--- config.mk ---
export PLATFORM = sky130hd
export DESIGN_NAME = bch_regs
export DESIGN_NICKNAME = d
export VERILOG_FILES = /design/src/hdl/bch_pkg.sv /design/src/hdl/bch_win_if.sv /design/src/hdl/bch_win_cmp.sv /design/src/hdl/bch_regs.sv
export SDC_FILE = /design/constraint.sdc
export NUM_CORES = 1
export LEC_CHECK = 0
export BUFFER_PORTS_ARGS = -buffer_cell sky130_fd_sc_hd__buf_2
export CAP_MARGIN = 30
export CORE_MARGIN = 2
export CORE_UTILIZATION = 51
export DETAILED_ROUTE_END_ITERATION = 8
export HOLD_SLACK_MARGIN = 0.15
export PLACE_DENSITY = 0.86
export SLEW_MARGIN = 25
export SYNTH_ARGS = -nofsm -noshare
export SYNTH_HDL_FRONTEND = slang
export SYNTH_SLANG_ARGS = --single-unit
--- constraint.sdc ---
create_clock -name clk -period 4 [get_ports clk]
set_clock_uncertainty 0.2 [all_clocks]
set_input_delay 1 -clock clk [delete_from_list [all_inputs] [get_ports clk]]
set_output_delay 1 -clock clk [all_outputs]
set_load 0.005 [all_outputs]
--- src/hdl/bch_pkg.sv ---
// Summary of operation
// - Self-test byte always reads zero
// - Both base address registers read zero
// - Upstream bus number: 8-bit RW, reset zero
// - Upstream bus number never affects behaviour
// - Downstream bus number: 8-bit RW, reset zero
// - Highest bus number: 8-bit RW, reset zero
// - Downstream latency timer always reads zero
// - Width capability bit: lockable write, resets one
// - Window high bit 0 mirrors capability
// - Window low bits 7:4 RW, reset ones
// - Window high bits 7:4 RW, reset zero
// - Window settings decide I/O forwarding
package bch_pkg;

	// Register indices; byte address is four times the index
	localparam logic [5:0] IDX_SELF_TEST  = 6'h0f;
	localparam logic [5:0] IDX_BASE_ZERO  = 6'h10;
	localparam logic [5:0] IDX_BASE_ONE   = 6'h14;
	localparam logic [5:0] IDX_UP_BUS     = 6'h18;
	localparam logic [5:0] IDX_DN_BUS     = 6'h19;
	localparam logic [5:0] IDX_HI_BUS     = 6'h1a;
	localparam logic [5:0] IDX_LAT_TIMER  = 6'h1b;
	localparam logic [5:0] IDX_WIN_LOW    = 6'h1c;
	localparam logic [5:0] IDX_WIN_HIGH   = 6'h1d;

	// Field positions of the window registers
	localparam int WIN_CAP_BIT = 0;
	localparam int WIN_ADR_LSB = 4;
	localparam int WIN_ADR_MSB = 7;

	// Reset values
	localparam logic [7:0] RST_BUS_NUM  = 8'h00;
	localparam logic [3:0] RST_WIN_LOW  = 4'hf;
	localparam logic [3:0] RST_WIN_HIGH = 4'h0;
	localparam logic       RST_CAP      = 1'b1;
	localparam logic [31:0] RO_ZERO     = 32'h0000_0000;

	// Low address bits implied by the window bounds
	localparam logic [11:0] WIN_LOW_FILL  = 12'h000;
	localparam logic [11:0] WIN_HIGH_FILL = 12'hfff;

endpackage : bch_pkg

--- src/hdl/bch_win_if.sv ---
`timescale 1ns/1ps
interface bch_win_if;
	logic [3:0]  base_hi;
	logic [3:0]  lim_hi;
	logic        cap;
	logic [31:0] addr;
	logic        hit;

	modport cfg (output base_hi, output lim_hi, output cap, output addr,
		input hit);
	modport cmp (input base_hi, input lim_hi, input cap, input addr,
		output hit);
endinterface : bch_win_if

--- src/hdl/bch_win_cmp.sv ---
`timescale 1ns/1ps
module bch_win_cmp
(
	bch_win_if.cmp win // Window bounds in, hit out
);
	import bch_pkg::*;

	logic [15:0] lo_bound;
	logic [15:0] hi_bound;

	// Upper address half has no bound register here, so it must be zero
	always_comb
	begin
		lo_bound = {win.base_hi, WIN_LOW_FILL};
		hi_bound = {win.lim_hi, WIN_HIGH_FILL};
		win.hit  = (win.addr[31:16] == 16'h0000) &&
			(win.addr[15:0] >= lo_bound) &&
			(win.addr[15:0] <= hi_bound);
	end
endmodule : bch_win_cmp

--- src/hdl/bch_regs.sv ---
// Design decision made here: the APB interface to the registers.
`timescale 1ns/1ps
module bch_regs
#(
	parameter int AW = 8 // APB address width
)
(
	input  wire  logic          clk,         // 50 MHz clock
	input  wire  logic          resetn,      // Sync reset, active low
	input  wire  logic          psel,        // APB select
	input  wire  logic          penable,     // APB enable
	input  wire  logic          pwrite,      // APB direction
	input  wire  logic [AW-1:0] paddr,       // APB byte address
	input  wire  logic [31:0]   pwdata,      // APB write data
	input  wire  logic [3:0]    pstrb,       // APB byte strobes
	output logic                pready,      // APB ready
	output logic [31:0]         prdata,      // APB read data
	output logic                pslverr,     // APB error, unmapped
	input  wire  logic          cap_unlock,  // Opens capability write
	input  wire  logic          io_valid,    // I/O request present
	input  wire  logic [31:0]   io_addr,     // I/O request address
	output logic                io_forward   // Request is forwarded
);
	import bch_pkg::*;

	typedef struct packed {
		logic [7:0]  up_bus;
		logic [7:0]  dn_bus;
		logic [7:0]  hi_bus;
		logic [3:0]  base_hi;
		logic [3:0]  lim_hi;
		logic        cap;
		logic        pready;
		logic [31:0] prdata;
		logic        pslverr;
		logic        fwd;
	} bch_state_t;

	bch_state_t  st_ff;
	bch_state_t  nxt_st;
	logic        wr_done;
	logic [5:0]  acc_idx;

	bch_win_if win ();

	bch_win_cmp u_cmp
	(
		.win (win.cmp)
	);

	function automatic logic [5:0] reg_index(input logic [AW-1:0] a);
		reg_index = 6'(a >> 2);
	endfunction : reg_index

	function automatic logic is_mapped(input logic [AW-1:0] a);
		logic [5:0] i;
		i = reg_index(a);
		is_mapped = (a[1:0] == 2'b00) && (32'(a) < 32'h100) &&
			(i == IDX_SELF_TEST || i == IDX_BASE_ZERO ||
			i == IDX_BASE_ONE || i == IDX_UP_BUS || i == IDX_DN_BUS ||
			i == IDX_HI_BUS || i == IDX_LAT_TIMER ||
			i == IDX_WIN_LOW || i == IDX_WIN_HIGH);
	endfunction : is_mapped

	function automatic logic [31:0] read_value(input logic [5:0] i,
		input bch_state_t s);
		read_value = RO_ZERO;
		unique case (i)
			IDX_UP_BUS:   read_value = {24'h0, s.up_bus};
			IDX_DN_BUS:   read_value = {24'h0, s.dn_bus};
			IDX_HI_BUS:   read_value = {24'h0, s.hi_bus};
			IDX_WIN_LOW:  read_value = {24'h0, s.base_hi, 3'h0, s.cap};
			IDX_WIN_HIGH: read_value = {24'h0, s.lim_hi, 3'h0, s.cap};
			default:      read_value = RO_ZERO;
		endcase
	endfunction : read_value

	assign win.base_hi = st_ff.base_hi;
	assign win.lim_hi  = st_ff.lim_hi;
	assign win.cap     = st_ff.cap;
	assign win.addr    = io_addr;

	assign acc_idx = reg_index(paddr);
	assign wr_done = psel && penable && st_ff.pready && pwrite &&
		!st_ff.pslverr && pstrb[0];

	always_comb
	begin
		nxt_st = st_ff;
		// Answer in the first access cycle, no wait states
		nxt_st.pready  = psel && !penable;
		nxt_st.pslverr = psel && !penable && !is_mapped(paddr);
		if (psel && !penable)
		begin
			nxt_st.prdata = (pwrite || !is_mapped(paddr)) ? RO_ZERO :
				read_value(acc_idx, st_ff);
		end
		if (wr_done)
		begin
			unique case (acc_idx)
				IDX_UP_BUS: nxt_st.up_bus = pwdata[7:0];
				IDX_DN_BUS: nxt_st.dn_bus = pwdata[7:0];
				IDX_HI_BUS: nxt_st.hi_bus = pwdata[7:0];
				IDX_WIN_LOW:
				begin
					nxt_st.base_hi = pwdata[WIN_ADR_MSB:WIN_ADR_LSB];
					if (cap_unlock)
					begin
						nxt_st.cap = pwdata[WIN_CAP_BIT];
					end
				end
				IDX_WIN_HIGH:
					nxt_st.lim_hi = pwdata[WIN_ADR_MSB:WIN_ADR_LSB];
				default: ;
			endcase
		end
		nxt_st.fwd = io_valid && win.hit;
		if (!resetn)
		begin
			nxt_st         = '0;
			nxt_st.up_bus  = RST_BUS_NUM;
			nxt_st.dn_bus  = RST_BUS_NUM;
			nxt_st.hi_bus  = RST_BUS_NUM;
			nxt_st.base_hi = RST_WIN_LOW;
			nxt_st.lim_hi  = RST_WIN_HIGH;
			nxt_st.cap     = RST_CAP;
			nxt_st.prdata  = RO_ZERO;
		end
	end

	always_ff @(posedge clk)
	begin
		st_ff <= nxt_st;
	end

	assign pready     = st_ff.pready;
	assign prdata     = st_ff.prdata;
	assign pslverr    = st_ff.pslverr;
	assign io_forward = st_ff.fwd;

	// Qualified strobes for the assertions below
	logic rd_now;
	logic cap_wr;
	logic low_wr;
	logic high_wr;

	assign rd_now  = psel && penable && pready && !pwrite && !pslverr;
	assign cap_wr  = wr_done && acc_idx == IDX_WIN_LOW && cap_unlock;
	assign low_wr  = wr_done && acc_idx == IDX_WIN_LOW;
	assign high_wr = wr_done && acc_idx == IDX_WIN_HIGH;

	chk_self_test_zero: assert property
		(@(posedge clk) disable iff (!resetn)
		rd_now && acc_idx == IDX_SELF_TEST
		|-> prdata == RO_ZERO)
		else $error("self-test byte not zero");

	chk_base_addr_zero: assert property
		(@(posedge clk) disable iff (!resetn)
		rd_now && (acc_idx == IDX_BASE_ZERO || acc_idx == IDX_BASE_ONE)
		|-> prdata == RO_ZERO)
		else $error("base address register not zero");

	chk_up_bus_write: assert property
		(@(posedge clk) disable iff (!resetn)
		wr_done && acc_idx == IDX_UP_BUS
		|=> st_ff.up_bus == $past(pwdata[7:0]))
		else $error("upstream bus number not written");

	chk_up_bus_readback: assert property
		(@(posedge clk) disable iff (!resetn)
		rd_now && acc_idx == IDX_UP_BUS
		|-> prdata == {24'h0, st_ff.up_bus})
		else $error("upstream bus number readback wrong");

	chk_up_bus_inert: assert property
		(@(posedge clk) disable iff (!resetn)
		wr_done && acc_idx == IDX_UP_BUS
		|=> $stable(st_ff.base_hi) && $stable(st_ff.lim_hi) &&
		$stable(st_ff.cap))
		else $error("upstream bus write disturbed window");

	chk_dn_bus_write: assert property
		(@(posedge clk) disable iff (!resetn)
		wr_done && acc_idx == IDX_DN_BUS
		|=> st_ff.dn_bus == $past(pwdata[7:0]))
		else $error("downstream bus number not written");

	chk_dn_bus_readback: assert property
		(@(posedge clk) disable iff (!resetn)
		rd_now && acc_idx == IDX_DN_BUS
		|-> prdata == {24'h0, st_ff.dn_bus})
		else $error("downstream bus number readback wrong");

	chk_hi_bus_write: assert property
		(@(posedge clk) disable iff (!resetn)
		wr_done && acc_idx == IDX_HI_BUS
		|=> st_ff.hi_bus == $past(pwdata[7:0]))
		else $error("highest bus number not written");

	chk_hi_bus_readback: assert property
		(@(posedge clk) disable iff (!resetn)
		rd_now && acc_idx == IDX_HI_BUS
		|-> prdata == {24'h0, st_ff.hi_bus})
		else $error("highest bus number readback wrong");

	chk_bus_reset: assert property
		(@(posedge clk)
		!resetn
		|=> st_ff.up_bus == RST_BUS_NUM && st_ff.dn_bus == RST_BUS_NUM &&
		st_ff.hi_bus == RST_BUS_NUM)
		else $error("bus number reset values wrong");

	chk_lat_timer_zero: assert property
		(@(posedge clk) disable iff (!resetn)
		rd_now && acc_idx == IDX_LAT_TIMER
		|-> prdata == RO_ZERO)
		else $error("latency timer not zero");

	chk_ro_no_store: assert property
		(@(posedge clk) disable iff (!resetn)
		wr_done && (acc_idx == IDX_SELF_TEST || acc_idx == IDX_BASE_ZERO ||
		acc_idx == IDX_BASE_ONE || acc_idx == IDX_LAT_TIMER)
		|=> $stable(st_ff.up_bus) && $stable(st_ff.dn_bus) &&
		$stable(st_ff.hi_bus) && $stable(st_ff.base_hi) &&
		$stable(st_ff.lim_hi) && $stable(st_ff.cap))
		else $error("write to read-only register stored data");

	chk_cap_locked: assert property
		(@(posedge clk) disable iff (!resetn)
		low_wr && !cap_unlock
		|=> $stable(st_ff.cap))
		else $error("capability changed while locked");

	chk_cap_unlocked: assert property
		(@(posedge clk) disable iff (!resetn)
		cap_wr
		|=> st_ff.cap == $past(pwdata[WIN_CAP_BIT]))
		else $error("capability not written while unlocked");

	chk_cap_write_only: assert property
		(@(posedge clk) disable iff (!resetn)
		$changed(st_ff.cap)
		|-> $past(cap_wr) || !$past(resetn))
		else $error("capability changed without unlocked write");

	chk_cap_mirror: assert property
		(@(posedge clk) disable iff (!resetn)
		rd_now && acc_idx == IDX_WIN_HIGH
		|-> prdata[0] == st_ff.cap && prdata[3:1] == 3'h0)
		else $error("window high bit 0 not mirroring");

	chk_win_low_write: assert property
		(@(posedge clk) disable iff (!resetn)
		low_wr
		|=> st_ff.base_hi == $past(pwdata[WIN_ADR_MSB:WIN_ADR_LSB]))
		else $error("window low bound not written");

	chk_win_low_read: assert property
		(@(posedge clk) disable iff (!resetn)
		rd_now && acc_idx == IDX_WIN_LOW
		|-> prdata[7:4] == st_ff.base_hi && prdata[3:1] == 3'h0 &&
		prdata[0] == st_ff.cap && prdata[31:8] == 24'h0)
		else $error("window low readback wrong");

	chk_base_write_only: assert property
		(@(posedge clk) disable iff (!resetn)
		$changed(st_ff.base_hi)
		|-> $past(low_wr) || !$past(resetn))
		else $error("window low bound changed without write");

	chk_win_high_write: assert property
		(@(posedge clk) disable iff (!resetn)
		high_wr
		|=> st_ff.lim_hi == $past(pwdata[WIN_ADR_MSB:WIN_ADR_LSB]))
		else $error("window high bound not written");

	chk_win_high_read: assert property
		(@(posedge clk) disable iff (!resetn)
		rd_now && acc_idx == IDX_WIN_HIGH
		|-> prdata[7:4] == st_ff.lim_hi && prdata[31:8] == 24'h0)
		else $error("window high readback wrong");

	chk_limit_write_only: assert property
		(@(posedge clk) disable iff (!resetn)
		$changed(st_ff.lim_hi)
		|-> $past(high_wr) || !$past(resetn))
		else $error("window high bound changed without write");

	chk_win_reset: assert property
		(@(posedge clk)
		!resetn
		|=> st_ff.base_hi == RST_WIN_LOW && st_ff.lim_hi == RST_WIN_HIGH &&
		st_ff.cap == RST_CAP)
		else $error("window reset values wrong");

	chk_fwd_window: assert property
		(@(posedge clk) disable iff (!resetn)
		1'b1
		|=> io_forward == ($past(io_valid) &&
		$past(io_addr) >= {16'h0, $past(st_ff.base_hi), WIN_LOW_FILL} &&
		$past(io_addr) <= {16'h0, $past(st_ff.lim_hi), WIN_HIGH_FILL}))
		else $error("forward decision wrong");

	chk_fwd_needs_valid: assert property
		(@(posedge clk) disable iff (!resetn)
		!io_valid
		|=> !io_forward)
		else $error("forward without a valid request");

endmodule : bch_regs

==> summary.txt, run 1 <==
Core area: 0.004786 mm^2
Critical path data required time: 3950 ps
Slew Viols, Final: 0
CP Capture Type: flip-flop
R2R depth: 4
Final Hold Viols: 0
Yosys warns: 0
Die extent in y: 74.76 um
Final setup TNS: 0 ps
Vias per std cell: 5.414
Setup bufs post-CTS: 0
Fin nets: 427
Vias: 2182
Htree depth: 2
GP Congestion: 0.8201
WP data arrival: 2690 ps
Max IR drop VDD: 0.1986 mV
Largest net degree at the start of global routing: 30
Final WL: 5744 um
Switching Fraction: 22.37%
Placed Cells: 396
Grt total ovfl: 0
DIE WIDTH: 74.76 um
Die area: 0.005589 mm^2
Sequential share of the synthesized area: 34.49%
Fin crit share: 68.59%
Actual slew at the worst max-slew pin: 889.5 ps
Max-slew headroom: 40.63%
Post-CTS sizing: 0
Kind of critical path: in -> reg
Worst-path cell chain: buf_2 -> nand4bb_4 -> nor4_4 -> mux2i_1 -> nor2_1
Proportion of layout cells with a drive suffix above 1: 27.08%
Crit path max fanout: 15
Met1 Usage GRT: 26.89%
Post-synth EDFFs: 0
Post-route DRC: 0
Top Usage Layer GRT: met2
CTS max path bufs: 2
Vias in the first global route: 2027
Worst Hold Class: reg -> reg
Crit-path max cell delay: 800 ps
Hold path cells: 2
Initial antenna violation count: 0
DRT Pass-1 Iters: 4
CTS Sinks: 44
CP max stage cell: nor4_4
Buffers & Inverters on Critical Path: 1
FF-to-FF End: st_ff[65]$_SDFFE_PN0P_
Worst-Skew Late Latency: 300 ps
ANT nets after route: 0
Status: completed
Fin util: 60.89%
Switching power: 0.2082 mW
Layout Cells excl Fill: 403
Final setup fails: 0
Critical path launch point type: primary input
Num CTS Buffers: 5
Share of power burned in registers: 47.1%
Clock-pin slew on the worst setup and hold paths: 90 ps
Inserted Diodes: 0
Combinational power share: 10.3%
Initial Util: 53.36%
#FFs+latches synth: 44
Fmax achieved: 364.5 MHz
Iter 0 DRT Violations: 168
Power, Total: 0.9306 mW
PwrDens: 319.4 mW/mm^2
Netlist cell types: 46
Clock power frac: 42.6%
Clk root buf: clkbuf_8
Mapped Cells: 282
Async S/R FF share, synth: 0%
RSZ-0062 raised after global routing: no
Post-CTS Hold Buffers: 0
# rows: 25
Cell area after synthesis: 0.002554 mm^2
CTS tree: yes
Synthesis-to-layout area growth: 14.11%
Hold EP: prdata[1]$_SDFFE_PN0P_
Hold wc startpoint: prdata[1]$_SDFFE_PN0P_
First-pass GRT wire length: 9183 um
Leakage: 1.180 nW
Global Route Usage Sum: 21.22%
Num ports: 118
Grt met2 use: 35.40%
Port bufs: 66
Post-synth top flop: dfxtp_1
Min Clock Period, post-route: 2744 ps
Mean Syn Cell Area: 9.056 um^2
CP delay by family, top: simple AND/OR/NAND/NOR gates
RR Startpoint: pslverr$_SDFF_PN0_
Post-DR wirelength/cell: 14.25 um
Max-Cap Viols: 0
DP HPWL: 4229 um
P_int: 0.7225 mW
FF-to-FF setup slack: 1880 ps
GR Util met3: 5.087%
-- worst max path at each step --
stage	from	end	slack [ps]	cells after the start
2_1_floorplan	paddr[3]	win.cap$_SDFFE_PN1P_	1390	5
3_3_place_gp	paddr[2]	st_ff[59]$_SDFFE_PN0P_	1020	5
3_5_place_dp	paddr[2]	st_ff[56]$_SDFFE_PN0P_	980	5
4_1_cts	paddr[4]	st_ff[65]$_SDFFE_PN0P_	1250	5
5_1_grt	paddr[2]	st_ff[56]$_SDFFE_PN0P_	1150	5
6_report	paddr[4]	st_ff[65]$_SDFFE_PN0P_	1260	5
-- worst reg2reg max path, delay by kind of cell (launching register included) --
family / cells / cell delay (ps)
flip-flops: 1 / 310
AND/OR/NAND/NOR: 3 / 1180
multiplexers: 1 / 290
-- cell usage in the layout (no fill, tap or decap), drive strengths merged, types with 12 or more instances in the layout --
cell type and count:
nand2 12, a21oi 16, buf 69, conb 24, mux2i 30, nor2 31, inv 12, dfxtp 44
-- routing by layer --
metal	vias up	routed length (um)
li1	1062	-
met1	1032	2472
met2	75	2874
met3	13	288
met4	0	108
met5	-	0
-- registers in the layout, summed over array words and instances (netlist names) --
name / count
io_forward: 1
st_ff: 24
prdata: 8
pslverr: 1
win.cap: 1
pready: 1
win.lim_hi: 4
win.base_hi: 4
-- power groups by stage --
stage | registers, mW | clock network [mW] | logic (mW)
finish | 0.439 | 0.396 | 0.0958
global route | 0.439 | 0.415 | 0.106
CTS | 0.439 | 0.398 | 0.0947
detailed placement | 0.449 | 0 | 0.0939
global placement | 0.449 | 0 | 0.0913
floorplan | 0.449 | 0 | 0.0662
-- synth_stat cells (2+ instances only) --
cell        n  area [um^2]
nand3_1     8        40.04
nand3b_1    2        15.01
dfxtp_1    44        880.8
a22oi_1     2        15.01
nand2_1    12        45.04
nor4_4      4        85.08
o211ai_1    3        22.52
a32o_1      3        30.03
or4_1       2        15.01
buf_2       2        10.01
or2_2       2        12.51
o2bb2ai_1   3        26.28
nor4b_1     2        17.52
mux2i_1    30        300.3
o21ai_0     5        25.02
inv_1      12        45.04
buf_4      32        240.2
nor2_1     31        116.4
nor4_1      3        18.77
o31ai_1     4        30.03
a21oi_1    16        80.08
buf_1       3        11.26
ha_1        8        100.1
clkbuf_1    8        30.03
nor3_1      7        35.03
a211oi_1    2        15.01
nand4_1     7        43.79
mux2_2      2        22.52
o22ai_1     2        12.51
nand2b_1    5        31.28
-- area by class of cell --
type / count / area (um^2)
clock buffers: 5 / 68.82
clock inverters: 2 / 60.06
fillers: 405 / 1872
inverters: 12 / 45.04
multi-input cells: 204 / 1423
flip-flops and latches: 44 / 880.8
well taps: 67 / 83.83
repair buffers: 69 / 352.8
-- cell families (layout without fill, tap and decap cells) --
group | count (synthesis) | after routing | synth area share (%)
and+or+nand+nor | 94 | 94 | 22.83
adders and majority gates | 8 | 8 | 3.920
AOI/OAI and AO/OA | 45 | 45 | 11.91
other | 1 | 24 | 0.1468
DFF | 44 | 44 | 34.49
muxes | 33 | 33 | 13.52
buffers and inverters | 57 | 88 | 13.18
-- per-stage QoR --
step                cell area [um^2]  setup WS [ps]  hold WS [ps]
finish                          2914           1256         250.4
CTS                             2914           1251         253.2
floorplan                       2640           1393         232.3
detailed placement              2785          980.5         243.1
global route                    2914           1150         272.5
global placement                2785           1023         237.0
Note: power is estimated with default switching activity, not from simulation.
==> inputs of run 2 (changes only) <==
--- a/config.mk
+++ b/config.mk
@@ -8,10 +8,10 @@
 export BUFFER_PORTS_ARGS = -buffer_cell sky130_fd_sc_hd__buf_2
 export CAP_MARGIN = 30
 export CORE_MARGIN = 2
-export CORE_UTILIZATION = 51
+export CORE_UTILIZATION = 42
 export DETAILED_ROUTE_END_ITERATION = 8
 export HOLD_SLACK_MARGIN = 0.15
-export PLACE_DENSITY = 0.86
+export PLACE_DENSITY = 0.76
 export SLEW_MARGIN = 25
 export SYNTH_ARGS = -nofsm -noshare
 export SYNTH_HDL_FRONTEND = slang
==> constraint.sdc (replaced) <==
create_clock -name clk -period 2.4 [get_ports clk]
set_clock_uncertainty 0.2 [all_clocks]
set_input_delay 0.6 -clock clk [delete_from_list [all_inputs] [get_ports clk]]
set_output_delay 0.6 -clock clk [all_outputs]
set_load 0.005 [all_outputs]
==> summary.txt, run 2 (synthesized netlist as in run 1, its figures left out) <==
Share of power burned in registers: 47.2% (about the same)
Critical path data required time: 2400 ps (-1550 ps)
Switching power: 0.3385 mW (+63%)
Hold wc startpoint: prdata[3]$_SDFFE_PN0P_
Num CTS Buffers: 5 (unchanged)
# rows: 28 (+12%)
Post-route DRC: 0 (unchanged)
Most flop-heavy register: st_ff
DIE WIDTH: 81.98 um (+9.7%)
Inserted Diodes: 0 (unchanged)
Clock power frac: 41.8% (-0.8 points)
Crit path max fanout: 15 (unchanged)
Vias in the first global route: 2146 (+5.9%)
Clock-pin slew on the worst setup and hold paths: 80 ps (about the same)
WP data arrival: 1930 ps (-760 ps)
FF-to-FF End: io_forward$_SDFF_PN0_
Slew Viols, Final: 0 (unchanged)
Core area: 0.005886 mm^2 (+23%)
Vias: 2250 (+3.1%)
P_int: 1.211 mW (+68%)
Max-Cap Viols: 0 (unchanged)
Critical path launch point type: primary input
Largest net degree at the start of global routing: 17 (-43%)
R2R depth: 5 (+1)
Hold EP: prdata[3]$_SDFFE_PN0P_
Die area: 0.006720 mm^2 (+20%)
Worst-path cell chain: buf_2 -> buf_4 -> o21ai_0 -> nor4bb_1 -> buf_4 -> a21oi_1 -> a211oi_1
Num ports: 118 (unchanged)
Commonest cells after routing, fill and taps aside: buf_2 (66), dfxtp_1 (44), nor2_1 (31), mux2i_1 (30), conb_1 (24)
Worst Hold Class: reg -> reg
Crit-path max cell delay: 330 ps (-470 ps)
Final setup TNS: 0 ps (unchanged)
Area of the multi-input gates: 0.001423 mm^2 (unchanged)
Post-CTS sizing: 0 (unchanged)
CTS max path bufs: 2 (unchanged)
CP max stage cell: nor4bb_1
Fin util: 51.34% (-9.5 points)
CTS Sinks: 44 (unchanged)
Switching Fraction: 21.85% (-0.52 points)
Initial Util: 43.39% (-10 points)
Combinational power share: 11.0% (+0.7 points)
Htree depth: 2 (unchanged)
Post-DR wirelength/cell: 14.04 um (-1.5%)
PwrDens: 512.8 mW/mm^2 (+61%)
CTS tree: yes
Post-route cell area: 0.003022 mm^2 (+3.7%)
Grt total ovfl: 0 (unchanged)
Max FFs per register: 24 (unchanged)
DP HPWL: 4606 um (+8.9%)
Layout Cells excl Fill: 424 (+5.2%)
Setup bufs post-CTS: 0 (unchanged)
Fill cells: 541 (+34%)
Placed Cells: 417 (+5.3%)
Post-Place Cell Area: 0.002893 mm^2 (+3.9%)
Final Hold Viols: 0 (unchanged)
CP most frequent cell: buf_4
Global Route Usage Sum: 18.53% (-2.7 points)
Iter 0 DRT Violations: 114 (-32%)
Clk root buf: clkbuf_8
First-pass GRT wire length: 9701 um (+5.6%)
Final WL: 5952 um (+3.6%)
Fin nets: 440 (+3.0%)
ANT nets after route: 0 (unchanged)
RR Startpoint: win.lim_hi[3]$_SDFFE_PN0P_
Status: completed
Fmax achieved: 519.2 MHz
DRT Pass-1 Iters: 4 (unchanged)
Die extent in y: 81.98 um (+9.7%)
CP Capture Type: flip-flop
Fin crit share: 80.25%
Kind of critical path: in -> reg
Proportion of layout cells with a drive suffix above 1: 29.80% (+2.7 points)
Final setup fails: 0 (unchanged)
Hold path cells: 2 (unchanged)
Leakage: 1.245 nW (+5.5%)
RSZ-0062 raised after global routing: no
FF-to-FF setup slack: 560 ps (-1320 ps)
Initial antenna violation count: 0 (unchanged)
Max IR drop VDD: 0.3219 mV (+62%)
Most common cell after layout, fill and taps aside: buf_2
Post-CTS Hold Buffers: 0 (unchanged)
Min Clock Period, post-route: 1926 ps
Storage element area: 880.8 um^2 (unchanged)
Synthesis-to-layout area growth: 18.32%
Port bufs: 66 (unchanged)
Worst-Skew Late Latency: 290 ps (about the same)
Vias per std cell: 5.307 (-2.0%)
GP Congestion: 0.8687 (+5.9%)
==> run 2: power groups by stage <==
stage	clock, mW	combinational, mW	sequential [mW]
2_1_floorplan	0	0.110	0.749
3_3_place_gp	0	0.163	0.749
3_5_place_dp	0	0.169	0.749
4_1_cts	0.656	0.170	0.731
5_1_grt	0.679	0.190	0.732
6_report	0.647	0.171	0.731
==> run 2: layout make-up <==
cell class | count | area share [%]
Inverter | 12 | 1.491
Multi-Input combinational cell | 204 | 47.08
Clock buffer | 5 | 2.277
Timing Repair Buffer | 82 | 14.91
Tap cell | 75 | 3.106
Clock inverter | 2 | 1.988
Sequential cell | 44 | 29.15
==> run 2: per-layer routing <==
metal,up-vias,part of all wire (%),global-route usage [%]
met1,1084,43,22.36
met2,71,51,33.58
met5,-,0,0
met4,0,1.5,6.167
li1,1089,-,-
met3,6,4.6,2.527
==> run 2: worst max path at each step <==
| stage | startpoint | end | slack, ps | cells after the start |
|---|---|---|---|---|
| 6_report | paddr[2] | prdata[7]$_SDFFE_PN0P_ | 470 | 7 |
| 5_1_grt | paddr[2] | prdata[7]$_SDFFE_PN0P_ | 350 | 7 |
| 4_1_cts | paddr[4] | st_ff[65]$_SDFFE_PN0P_ | 490 | 6 |
| 3_5_place_dp | paddr[4] | st_ff[57]$_SDFFE_PN0P_ | 180 | 6 |
| 3_3_place_gp | paddr[4] | st_ff[57]$_SDFFE_PN0P_ | 200 | 6 |
| 2_1_floorplan | paddr[3] | win.cap$_SDFFE_PN1P_ | 190 | 5 |
==> run 2: critical path: cells and delay by family <==
family                 cells  cell delay [ps]
buffers and inverters      3              550
AO/OA/AOI/OAI              3              440
AND/OR/NAND/NOR            1              330
==> run 2: stage by stage <==
stage | worst slack (ps) | total power, mW | hold WS, ps
global route | 348.6 | 1.601 | 267.6
finish | 473.9 | 1.550 | 254.2
CTS | 488.3 | 1.558 | 258.5
global placement | 202.5 | 0.9118 | 239.5
detailed placement | 179.4 | 0.9175 | 247.3
floorplan | 192.6 | 0.8591 | 232.3
